### src/include/pisf_consts.svh
`ifndef PISF_CONSTS_SVH
`define PISF_CONSTS_SVH

`define PISF_ICS_ADDR 5'h1B
`define PISF_FLAG_LSB 0
`define PISF_EN_LSB 8
`define PISF_BIT_LINKUP 0
`define PISF_BIT_RFAULT 1
`define PISF_BIT_LINKDN 2
`define PISF_BIT_LPACK 3
`define PISF_BIT_PDFAULT 4
`define PISF_BIT_PAGERX 5
`define PISF_BIT_RXERR 6
`define PISF_BIT_JABBER 7
`define PISF_FLAG_RST 8'h00
`define PISF_EN_RST 8'h00
`define PISF_RDATA_RST 16'h0000

`endif

### src/include/pisf_pkg.sv
package pisf_pkg;
  typedef logic [7:0] pisf_evt_t;

  typedef struct packed {
    logic [4:0] addr;
    logic rdStb;
    logic wrStb;
    logic [15:0] wrData;
  } pisf_req_t;

  typedef struct packed {
    logic [7:0] enables;
    logic [7:0] flags;
    logic [15:0] rdData;
    logic irq;
  } pisf_state_t;
endpackage

### src/rtl/pisf_status_flags.sv
// Overview of operation
// (RL1) receive-error flag, bit 6, latches on event, resets 0, clears on read
// (RL2) page-received flag, bit 5, latches on page, resets 0, clears on read
// (RL3) parallel-detect-fault flag, bit 4, latches on fault, clears on read
// (RL4) partner-acknowledge flag, bit 3, latches on acknowledge, clears on read
// (RL5) link-down flag, bit 2, latches when link drops, clears on read
// (RL6) remote-fault flag, bit 1, latches on remote fault, clears on read
// (RL7) link-up flag, bit 0, latches when link comes up, clears on read
// (RL8) enable bits 15..8 are read-write, reset to 0
// (RL9) interrupt asserts while any enabled flag is set; read clears it
`include "pisf_consts.svh"

module pisf_status_flags
(
  input wire logic sys_clk,
  input wire logic rst,
  input wire pisf_pkg::pisf_evt_t events,
  input wire pisf_pkg::pisf_req_t req,
  output logic [15:0] rdData,
  output logic irq
);
  import pisf_pkg::*;

  pisf_state_t state;
  pisf_state_t next_state;
  logic hit;
  logic clearFlags;

  always_comb
  begin
    next_state = state;
    hit = (req.addr == `PISF_ICS_ADDR);
    clearFlags = hit && req.rdStb;
    // a read returns the flags as they stood before the clear
    if (hit && req.rdStb)
    begin
      next_state.rdData = {state.enables, state.flags};
    end
    else if (req.rdStb)
    begin
      next_state.rdData = `PISF_RDATA_RST;
    end
    // low byte is read-only; writes there are dropped
    if (hit && req.wrStb)
    begin
      next_state.enables = req.wrData[`PISF_EN_LSB +: 8]; // RL8
    end
    // set beats the read clear so a coincident event is never lost
    if (clearFlags)
    begin
      next_state.flags = `PISF_FLAG_RST; // RL1 RL2 RL3 RL4 RL5 RL6 RL7
    end
    if (events[`PISF_BIT_RXERR])
    begin
      next_state.flags[`PISF_BIT_RXERR] = 1'h1; // RL1
    end
    if (events[`PISF_BIT_PAGERX])
    begin
      next_state.flags[`PISF_BIT_PAGERX] = 1'h1; // RL2
    end
    if (events[`PISF_BIT_PDFAULT])
    begin
      next_state.flags[`PISF_BIT_PDFAULT] = 1'h1; // RL3
    end
    if (events[`PISF_BIT_LPACK])
    begin
      next_state.flags[`PISF_BIT_LPACK] = 1'h1; // RL4
    end
    if (events[`PISF_BIT_LINKDN])
    begin
      next_state.flags[`PISF_BIT_LINKDN] = 1'h1; // RL5
    end
    if (events[`PISF_BIT_RFAULT])
    begin
      next_state.flags[`PISF_BIT_RFAULT] = 1'h1; // RL6
    end
    if (events[`PISF_BIT_LINKUP])
    begin
      next_state.flags[`PISF_BIT_LINKUP] = 1'h1; // RL7
    end
    if (events[`PISF_BIT_JABBER])
    begin
      next_state.flags[`PISF_BIT_JABBER] = 1'h1;
    end
    next_state.irq = |(next_state.flags & next_state.enables); // RL9
  end

  always_ff @(posedge sys_clk or posedge rst)
  begin
    if (rst)
    begin
      state <= '{enables: `PISF_EN_RST, flags: `PISF_FLAG_RST,
                 rdData: `PISF_RDATA_RST, irq: 1'h0};
    end
    else
    begin
      state <= next_state;
    end
  end

  assign rdData = state.rdData;
  assign irq = state.irq;

  a_rxerr_latch: assert property (@(posedge sys_clk) disable iff (rst) // RL1
    events[`PISF_BIT_RXERR] |=> state.flags[`PISF_BIT_RXERR])
    else $error("receive error flag not latched");

  a_rxerr_clear: assert property (@(posedge sys_clk) disable iff (rst) // RL1
    (req.rdStb && req.addr == `PISF_ICS_ADDR && !events[`PISF_BIT_RXERR])
      |=> !state.flags[`PISF_BIT_RXERR])
    else $error("receive error flag not cleared by read");

  a_rxerr_hold: assert property (@(posedge sys_clk) disable iff (rst) // RL1
    (!events[`PISF_BIT_RXERR] && !(req.rdStb && req.addr == `PISF_ICS_ADDR))
      |=> state.flags[`PISF_BIT_RXERR] == $past(state.flags[`PISF_BIT_RXERR]))
    else $error("receive error flag changed without cause");

  a_pagerx_hold: assert property (@(posedge sys_clk) disable iff (rst) // RL2
    (events[`PISF_BIT_PAGERX] && !(req.rdStb && req.addr == `PISF_ICS_ADDR))
      ##1 !(req.rdStb && req.addr == `PISF_ICS_ADDR)
      |=> state.flags[`PISF_BIT_PAGERX] [*1])
    else $error("page received flag lost before read");

  a_pdfault_clear: assert property (@(posedge sys_clk) disable iff (rst) // RL3
    (req.rdStb && req.addr == `PISF_ICS_ADDR && !events[`PISF_BIT_PDFAULT])
      |=> !state.flags[`PISF_BIT_PDFAULT])
    else $error("parallel detect fault flag not cleared by read");

  a_lpack_report: assert property (@(posedge sys_clk) disable iff (rst) // RL4
    (req.rdStb && req.addr == `PISF_ICS_ADDR && state.flags[`PISF_BIT_LPACK])
      |=> rdData[`PISF_BIT_LPACK])
    else $error("partner acknowledge flag not reported on read");

  a_linkdn_setwin: assert property (@(posedge sys_clk) disable iff (rst) // RL5
    (req.rdStb && req.addr == `PISF_ICS_ADDR && events[`PISF_BIT_LINKDN])
      |=> state.flags[`PISF_BIT_LINKDN])
    else $error("link down event lost during read clear");

  a_rfault_stable: assert property (@(posedge sys_clk) disable iff (rst) // RL6
    (!events[`PISF_BIT_RFAULT] && !(req.rdStb && req.addr == `PISF_ICS_ADDR))
      |=> state.flags[`PISF_BIT_RFAULT] == $past(state.flags[`PISF_BIT_RFAULT]))
    else $error("remote fault flag changed without cause");

  a_linkup_cycle: assert property (@(posedge sys_clk) disable iff (rst) // RL7
    (events[`PISF_BIT_LINKUP] ##1 (req.rdStb && req.addr == `PISF_ICS_ADDR
      && !events[`PISF_BIT_LINKUP])) |=> rdData[`PISF_BIT_LINKUP]
      ##0 !state.flags[`PISF_BIT_LINKUP])
    else $error("link up flag read and clear sequence wrong");

  a_enable_write: assert property (@(posedge sys_clk) disable iff (rst) // RL8
    (req.wrStb && req.addr == `PISF_ICS_ADDR)
      |=> state.enables == $past(req.wrData[15:8]))
    else $error("enable byte not written");

  a_irq_follows: assert property (@(posedge sys_clk) disable iff (rst) // RL9
    (|(events & state.enables) && !(req.wrStb && req.addr == `PISF_ICS_ADDR))
      |=> irq)
    else $error("interrupt not raised for enabled event");

  a_irq_drops: assert property (@(posedge sys_clk) disable iff (rst) // RL9
    (req.rdStb && req.addr == `PISF_ICS_ADDR && events == 8'h00)
      |=> !irq)
    else $error("interrupt not removed after read");

  a_pagerx_latch: assert property (@(posedge sys_clk) disable iff (rst) // RL2
    events[`PISF_BIT_PAGERX] |=> state.flags[`PISF_BIT_PAGERX])
    else $error("page received flag not latched");

  a_pagerx_clear: assert property (@(posedge sys_clk) disable iff (rst) // RL2
    (req.rdStb && req.addr == `PISF_ICS_ADDR && !events[`PISF_BIT_PAGERX])
      |=> !state.flags[`PISF_BIT_PAGERX])
    else $error("page received flag not cleared by read");

  a_pdfault_latch: assert property (@(posedge sys_clk) disable iff (rst) // RL3
    events[`PISF_BIT_PDFAULT] |=> state.flags[`PISF_BIT_PDFAULT])
    else $error("parallel detect fault flag not latched");

  a_pdfault_hold: assert property (@(posedge sys_clk) disable iff (rst) // RL3
    (!events[`PISF_BIT_PDFAULT] && !(req.rdStb && req.addr == `PISF_ICS_ADDR))
      |=> state.flags[`PISF_BIT_PDFAULT] == $past(state.flags[`PISF_BIT_PDFAULT]))
    else $error("parallel detect fault flag changed without cause");

  a_lpack_latch: assert property (@(posedge sys_clk) disable iff (rst) // RL4
    events[`PISF_BIT_LPACK] |=> state.flags[`PISF_BIT_LPACK])
    else $error("partner acknowledge flag not latched");

  a_lpack_clear: assert property (@(posedge sys_clk) disable iff (rst) // RL4
    (req.rdStb && req.addr == `PISF_ICS_ADDR && !events[`PISF_BIT_LPACK])
      |=> !state.flags[`PISF_BIT_LPACK])
    else $error("partner acknowledge flag not cleared by read");

  a_linkdn_latch: assert property (@(posedge sys_clk) disable iff (rst) // RL5
    events[`PISF_BIT_LINKDN] |=> state.flags[`PISF_BIT_LINKDN])
    else $error("link down flag not latched");

  a_linkdn_clear: assert property (@(posedge sys_clk) disable iff (rst) // RL5
    (req.rdStb && req.addr == `PISF_ICS_ADDR && !events[`PISF_BIT_LINKDN])
      |=> !state.flags[`PISF_BIT_LINKDN])
    else $error("link down flag not cleared by read");

  a_rfault_latch: assert property (@(posedge sys_clk) disable iff (rst) // RL6
    events[`PISF_BIT_RFAULT] |=> state.flags[`PISF_BIT_RFAULT])
    else $error("remote fault flag not latched");

  a_rfault_clear: assert property (@(posedge sys_clk) disable iff (rst) // RL6
    (req.rdStb && req.addr == `PISF_ICS_ADDR && !events[`PISF_BIT_RFAULT])
      |=> !state.flags[`PISF_BIT_RFAULT])
    else $error("remote fault flag not cleared by read");

  a_linkup_latch: assert property (@(posedge sys_clk) disable iff (rst) // RL7
    events[`PISF_BIT_LINKUP] |=> state.flags[`PISF_BIT_LINKUP])
    else $error("link up flag not latched");

  a_linkup_hold: assert property (@(posedge sys_clk) disable iff (rst) // RL7
    (!events[`PISF_BIT_LINKUP] && !(req.rdStb && req.addr == `PISF_ICS_ADDR))
      |=> state.flags[`PISF_BIT_LINKUP] == $past(state.flags[`PISF_BIT_LINKUP]))
    else $error("link up flag changed without cause");

  a_enable_hold: assert property (@(posedge sys_clk) disable iff (rst) // RL8
    !(req.wrStb && req.addr == `PISF_ICS_ADDR)
      |=> state.enables == $past(state.enables))
    else $error("enable byte changed without a write");

  a_enable_report: assert property (@(posedge sys_clk) disable iff (rst) // RL8
    (req.rdStb && req.addr == `PISF_ICS_ADDR)
      |=> rdData[15:8] == $past(state.enables))
    else $error("enable byte not reported on read");

  a_rdata_hold: assert property (@(posedge sys_clk) disable iff (rst) // RL8
    !req.rdStb |=> rdData == $past(rdData))
    else $error("read data changed without a read");

  a_irq_quiet: assert property (@(posedge sys_clk) disable iff (rst) // RL9
    (state.enables == 8'h00 && !(req.wrStb && req.addr == `PISF_ICS_ADDR))
      |=> !irq)
    else $error("interrupt raised with every source disabled");
endmodule

### config.mk
export PLATFORM = sky130hd
export DESIGN_NAME = pisf_status_flags
export DESIGN_NICKNAME = d
export VERILOG_FILES = /design/src/include/pisf_pkg.sv /design/src/rtl/pisf_status_flags.sv
export VERILOG_INCLUDE_DIRS = /design/src /design/src/include
export SDC_FILE = /design/constraint.sdc
export NUM_CORES = 1
export LEC_CHECK = 0
export BUFFER_PORTS_ARGS = -buffer_cell sky130_fd_sc_hd__buf_2
export CORE_MARGIN = 4
export CORE_UTILIZATION = 44
export CTS_CLUSTER_DIAMETER = 50
export DETAILED_ROUTE_END_ITERATION = 10
export GPL_TIMING_DRIVEN = 0
export PLACE_DENSITY_LB_ADDON = 0.12
export RECOVER_POWER = 50
export SYNTH_ARGS = -nofsm -noshare
export SYNTH_HDL_FRONTEND = slang
export SYNTH_SLANG_ARGS = --single-unit
### constraint.sdc
create_clock -name sys_clk -period 1.12 [get_ports sys_clk]
set_clock_uncertainty 0.2 [all_clocks]
set_input_delay 0.112 -clock sys_clk [delete_from_list [all_inputs] [get_ports sys_clk]]
set_output_delay 0.112 -clock sys_clk [all_outputs]
set_load 0.01 [all_outputs]
; ---- Word-level counts from Yosys, hierarchy flattened
; Index checks and enable logic that the tools add are counted.
; Widths: inputs -> output; s select.
[word_totals]
regBits = 33
output_inout_bits = 17
wordCells = 22
[op_classes]
eq_ne = 1
n_mux = 12
n_bitwise = 1
n_reduce_logical = 4
[op_table]
columns = op, count
row1 = $mux 16, 2
row2 = $mux 8, 2
row3 = $and 8x8->8, 1
row4 = $mux 1, 8
row5 = $reduce_or 8->1, 1
row6 = $eq 5x5->1 const B, 1
row7 = $logic_and 1x1->1, 2
row8 = $reduce_bool 2->1, 1

; ---- Logic depth before layout (Yosys ltp)
; Gate-level depths: netlist of the first run.
[depth]
word_depth = 6
depth_mapped = 6
mapped_depth_nobuf = 5

; ---- Least setup slack after synthesis of the first run
; OpenSTA, ideal clock, no wires.
[synth_timing]
path_type = input to register
start = input req[20] (netlist name)
end = register state (netlist bit irq)
arrival_time_ns = 1.155
setup_slack_ns = -0.369
stages = 5
path_buffers = 0
path_cell_list = nand2b_4 -> nor2_2 -> mux2_2 -> a22oi_2 -> nand4_1
[synth_rtl]
columns = element, line
row1 = "start, declared", pisf_status_flags.sv:18  ; input wire pisf_pkg::pisf_req_t req,
row2 = "end signal, assigned", pisf_status_flags.sv:92  ; state <= '{enables: `PISF_EN_RST, flags: `PISF_FLAG_RST,
row3 = "end signal, assigned", pisf_status_flags.sv:97  ; state <= next_state;
row4 = "end, declared", pisf_status_flags.sv:24  ; pisf_state_t state;

==> impl_metrics.yaml, run 1 <==
timing:
  fin_tns_setup_ns: -0.923
  period_share_pct: 113
  holdWs_ns: -0.217
  setup_ws_ns: -0.148
  min_period_ns: 1.27
  worst_pin_slew_ns: 0.424
  grt_setup_unrepaired: "yes"
  max_freq_ghz: 0.788
  hold_viol: 17
  final-setup-viol-count: 18
  slew_headroom_pct: 71.7
  final_max_slew_viol_count: 0
logic_synthesis:
  synth.most_common_cell: "dfrtp_1"
  synth-seq-cells: 33
  synth.top_cell.area_share_pct: 58.4
  synth_top_area_cell: "dfrtp_1"
  yosys-top-cells-area: "dfrtp_1 58%, buf_4 8.5%, mux2_2 6.4%, o21ai_0 5.7%, inv_1 4.5%"
  synthFlopType: "dfrtp_1"
  ys_top_cells_by_count: "33 x dfrtp_1, 17 x inv_1, 16 x buf_4, 16 x nand2_1, 16 x o21ai_0"
  syn_area_per_cell_um2: 11.1
  ys_async_sr_fraction_pct: 100
  syn_nets: 161
  syn_area_um2: 1420
  ys_warn_count: 0
  seq_area_frac_synth_pct: 58.4
  synth_edf_count: 0
  ys_types: 18
  syn-instance-count: 128
finish:
  nets: 212
  diodes: 0
  final-instance-count-excl-fill: 223
  fill_cells: 295
  final_cell_area_um2: 1900
  drive_gt1_share_pct: 48.0
  synthToLayoutAreaGrowth_pct: 34.3
cts:
  path_clk_slew_ns: 0.10
  insertion_delay_ns: 0.33
  cts-root-buf: "clkbuf_4"
  cts.sinks: 33
  clockBufferDepth: 2
  cts_buffers: 5
  cts_tree: "yes"
  hold_buffers: 2
  htreeDepth: 2
drt:
  vias: 1034
  finalWirelength_um: 2980
  wl_per_cell_um: 13.4
  drc_errors: 0
  routed_via_density: 4.64
  ant_nets: 0
  drt-pass1-iter-count: 4
  drt-initial-drc-count: 48
die:
  die_x_um: 64.7
  rows: 20
  chipHeight_um: 64.7
  floorplan.initialDensity_pct: 46.4
  core_area_um2: 3050
  die-area_um2: 4190
  io_pins: 50
critical_path:
  r2r_end: "irq"
  required_ns: 1.14
  reg2reg_slack_ns: -0.15
  reg2reg_depth: 3
  reg2reg_from: "state[28]"
  critical_path_class: "reg -> reg"
  cp_max_fo: 2
  worstSetupEndpointType: "flop"
  cp_data_arrival_time_ns: 1.28
  cp-start-kind: "flop"
place:
  placed_area_um2: 1680
  hpwl_um: 2020
  port_buffers: 41
  gp_congestion: 0.708
  dp.cells: 213
global_route:
  grt_max_degree: 34
  grt_pass1_wl_um: 4840
  grt_pass1_vias: 1027
  antenna_found_initial: 0
  grt_overflow_total: 0
  grtUsageTotal_pct: 15.8
hold_path:
  worstHoldPathType: "in -> reg"
  min_path_cells: 2
  min_to: "state[24]"
  holdCritStartpoint: "events[7]"
power_and_ir_drop:
  power.leakage_uw: 0.000866
  peakVddDrop_v: 0.000681
  p_per_area_nw_per_um2: 1210
run_status:
  status: "finished, violations left"
  violations: "hold timing, setup timing"
flow_run:
  maxCapViolCount: 0
area by class of cell:
cell class	count	area, µm²	share of cell area, %
flip-flops and latches	33	826	43.4
repair buffers	59	459	24.2
multi-input cells	59	410	21.6
inverters	17	67.6	3.55
clock buffers	7	55.1	2.90
well taps	44	55.1	2.90
plain buffers	3	20.0	1.05
repair inverters	1	7.51	0.395
kinds of logic (layout without fill, tap and decap cells):
family,Yosys count,in the layout,share of synthesized area [%]
muxes,8,8,6.37
DFF,33,33,58.4
buffers and inverters,36,87,14.4
AOI/OAI and AO/OA,28,28,13.2
and+or+nand+nor,23,23,7.69
critical path: stages (launching register included):
cell     delay, ns
dfrtp_1       0.39
mux2_4        0.28
a22oi_2       0.18
nand4_1       0.10
per-layer routing:
layer  GRT usage, %  wire length (µm)  share of wire (%)
met1           18.7              1280                 43
met2           25.0              1470                 49
met4           5.54                47                1.6
met3           7.28               187                6.3
met5              0                 0                  0
worst max path at each step:
stage	from	endpoint	slack, ns	depth (start not counted)
finish	state[28]	irq	-0.15	3
global route	state[31]	irq	-0.20	3
CTS	state[28]	irq	-0.16	3
detailed placement	req[22]	irq	-0.57	6
global placement	req[20]	irq	-0.57	6
floorplan	req[20]	irq	-0.27	5
repair_timing:
item / in CTS / in global routing
endpoints found under the setup margin: 61 / 51
cloned: 0 / 1
resized for setup: 22 / 5
hold endpoints to repair: 56 / 17
pin swaps: 3 / 0
buffers inserted: 9 / 7
sequential cells by signal, indices dropped and copies added, names as in the netlist:
| name | flops |
|---|---|
| rdData | 16 |
| state | 16 |
| irq | 1 |
stage by stage:
stage	power (µW)	hold slack (ns)	setup WS [ns]	utilization, %
2_1_floorplan	1490	0.0192	-0.274	-
3_3_place_gp	1590	0.113	-0.565	55.2
3_5_place_dp	1610	0.112	-0.575	55.2
4_1_cts	2320	-0.239	-0.160	60.3
5_1_grt	2430	-0.256	-0.196	62.3
6_report	2300	-0.217	-0.148	62.3
power by group:
group          switching (µW)  internal, µW
registers                39.9          1270
logic                     147           177
clock network             378           296
total                     565          1740
layout by cell type (no fill, tap or decap), drive strengths merged, types with 3 or more instances in the layout:
cell type,Yosys,routed
a21o,8,8
a22oi,4,4
clkbuf,1,9
o21ai,16,16
nand4,3,3
dfrtp,33,33
nand2,16,16
inv,17,16
mux2,8,8
buf,18,58
Power figures use the tool's default switching activity.
==> run 2: changes to the inputs <==
--- a/config.mk
+++ b/config.mk
@@ -8,7 +8,7 @@
 export LEC_CHECK = 0
 export BUFFER_PORTS_ARGS = -buffer_cell sky130_fd_sc_hd__buf_2
 export CORE_MARGIN = 4
-export CORE_UTILIZATION = 44
+export CORE_UTILIZATION = 40
 export CTS_CLUSTER_DIAMETER = 50
 export DETAILED_ROUTE_END_ITERATION = 10
 export GPL_TIMING_DRIVEN = 0
==> run 2 against run 1 <==
Against the previous run: the flow still finishes with violations (hold timing, setup timing); count of clock-buffer cells in the layout is the same; sequential power hardly changed; combinational power is 4% higher; critical path depth unchanged; via count grew 1.1%; sequential cell count is the same; non-clock buffer count unchanged; largest cell class unchanged; design area is 0.33% higher; largest power group unchanged; die area increased by 8.7%.
==> impl_metrics.yaml, run 2 (synthesis gave the netlist of run 1 again) <==
cts:
  insertion_delay_ns: 0.32
  cts-root-buf: "clkbuf_4"
  cts_buffers: 5
  cts.sinks: 33
  htreeDepth: 2
  path_clk_slew_ns: 0.09
  cts_tree: "yes"
  clockBufferDepth: 2
  hold_buffers: 2
die:
  io_pins: 50
  chipHeight_um: 67.5
  die-area_um2: 4550
  die_x_um: 67.5
  floorplan.initialDensity_pct: 41.7
  core_area_um2: 3390
  rows: 21
timing:
  min_period_ns: 1.28
  final-setup-viol-count: 18
  slew_headroom_pct: 73.7
  hold_viol: 17
  setup_ws_ns: -0.155
  worst_pin_slew_ns: 0.394
  holdWs_ns: -0.212
  period_share_pct: 114
  final_max_slew_viol_count: 0
  max_freq_ghz: 0.784
  grt_setup_unrepaired: "yes"
finish:
  final_cell_mix: "33 x dfrtp_1, 24 x buf_2, 17 x buf_6"
  final_common_cell: "dfrtp_1"
  final_cell_area_um2: 1910
  nets: 212
  diodes: 0
  synthToLayoutAreaGrowth_pct: 34.7
  drive_gt1_share_pct: 48.0
place:
  gp_congestion: 0.739
  port_buffers: 41
  hpwl_um: 2040
  placed_area_um2: 1690
global_route:
  grt_max_degree: 34
  grtUsageTotal_pct: 14.4
  antenna_found_initial: 0
  grt_pass1_wl_um: 4640
  grt_pass1_vias: 1028
  grt_overflow_total: 0
critical_path:
  cp_data_arrival_time_ns: 1.28
  cp-start-kind: "flop"
  critical_path_class: "reg -> reg"
  reg2reg_slack_ns: -0.16
  worstSetupEndpointType: "flop"
  required_ns: 1.12
  cp_max_fo: 2
drt:
  routed_via_density: 4.64
  drt-initial-drc-count: 32
  finalWirelength_um: 2950
  ant_nets: 0
  vias: 1045
  drt-pass1-iter-count: 2
  drc_errors: 0
  wl_per_cell_um: 13.1
flow_run:
  maxCapViolCount: 0
hold_path:
  worstHoldPathType: "in -> reg"
power_and_ir_drop:
  power_uw: 2300
  power.leakage_uw: 0.000868
  p_per_area_nw_per_um2: 1210
  peakVddDrop_v: 0.000602
run_status:
  violations: "hold timing, setup timing"
  status: "finished, violations left"
-- run 2: cell counts in the layout (fill, tap and decap cells not counted) --
Identical to the previous run, type by type.
-- run 2: final timing paths --
| path | start | endpoint | depth (start not counted) |
|---|---|---|---|
| worst min-delay path | events[7] | state[24] | 2 |
| max in group asynchronous | rst | state[24] | 3 |
| min in group asynchronous | rst | rdData[13] | 3 |
| worst max register to register | state[28] | irq | 3 |
| worst min register to register | state[27] | rdData[10] | 2 |
| worst max-delay path | state[28] | irq | 3 |
-- run 2: per-layer routing --
metal	routed length [µm]	GRT usage (%)	vias to the layer above	part of all wire, %
met2	1400	21.6	34	47
li1	-	-	502	-
met5	0	0	-	0
met3	212	5.16	6	7.2
met4	50	7.59	0	1.7
met1	1290	18.2	503	44
-- run 2: area by class of cell --
type,count,area [µm²]
buffer,3,20.0
timing repair inverter,1,7.51
timing repair buffer,59,459
inverter,17,67.6
multi-input combinational,59,414
fill,321,1480
clock buffer,7,55.1
sequential,33,826
tap,46,57.6
-- run 2: critical path, stage by stage (launching register included) --
cell	delay, ns
dfrtp_1	0.39
mux2_2	0.28
a22oi_2	0.18
nand4_1	0.11
-- run 2: through the flow --
step           hold slack (ns)  std cells  TNS [ns]  util [%]  worst slack, ns
3_5_place_dp             0.115        215    -21.82      49.8           -0.583
3_3_place_gp             0.113        215    -19.40      49.8           -0.562
6_report                -0.212        225    -0.761      56.3           -0.155
4_1_cts                 -0.224        218     -1.08      54.5           -0.155
5_1_grt                 -0.228        225     -1.66      56.3           -0.221
2_1_floorplan           0.0192        128    -0.676         -           -0.274
-- run 2: power breakdown --
part	switching, µW	total (µW)	internal [µW]
clock	362	658	296
combinational	147	336	189
sequential	39.8	1310	1270
total	548	2300	1750
-- run 2: what timing repair did --
action                                  CTS  global route
setup buffers                            10             6
endpoints found under the setup margin   61            59
pin swaps                                 1             1
gates cloned                              0             1
hold endpoints to repair                 56            17
resized for setup                        21             3
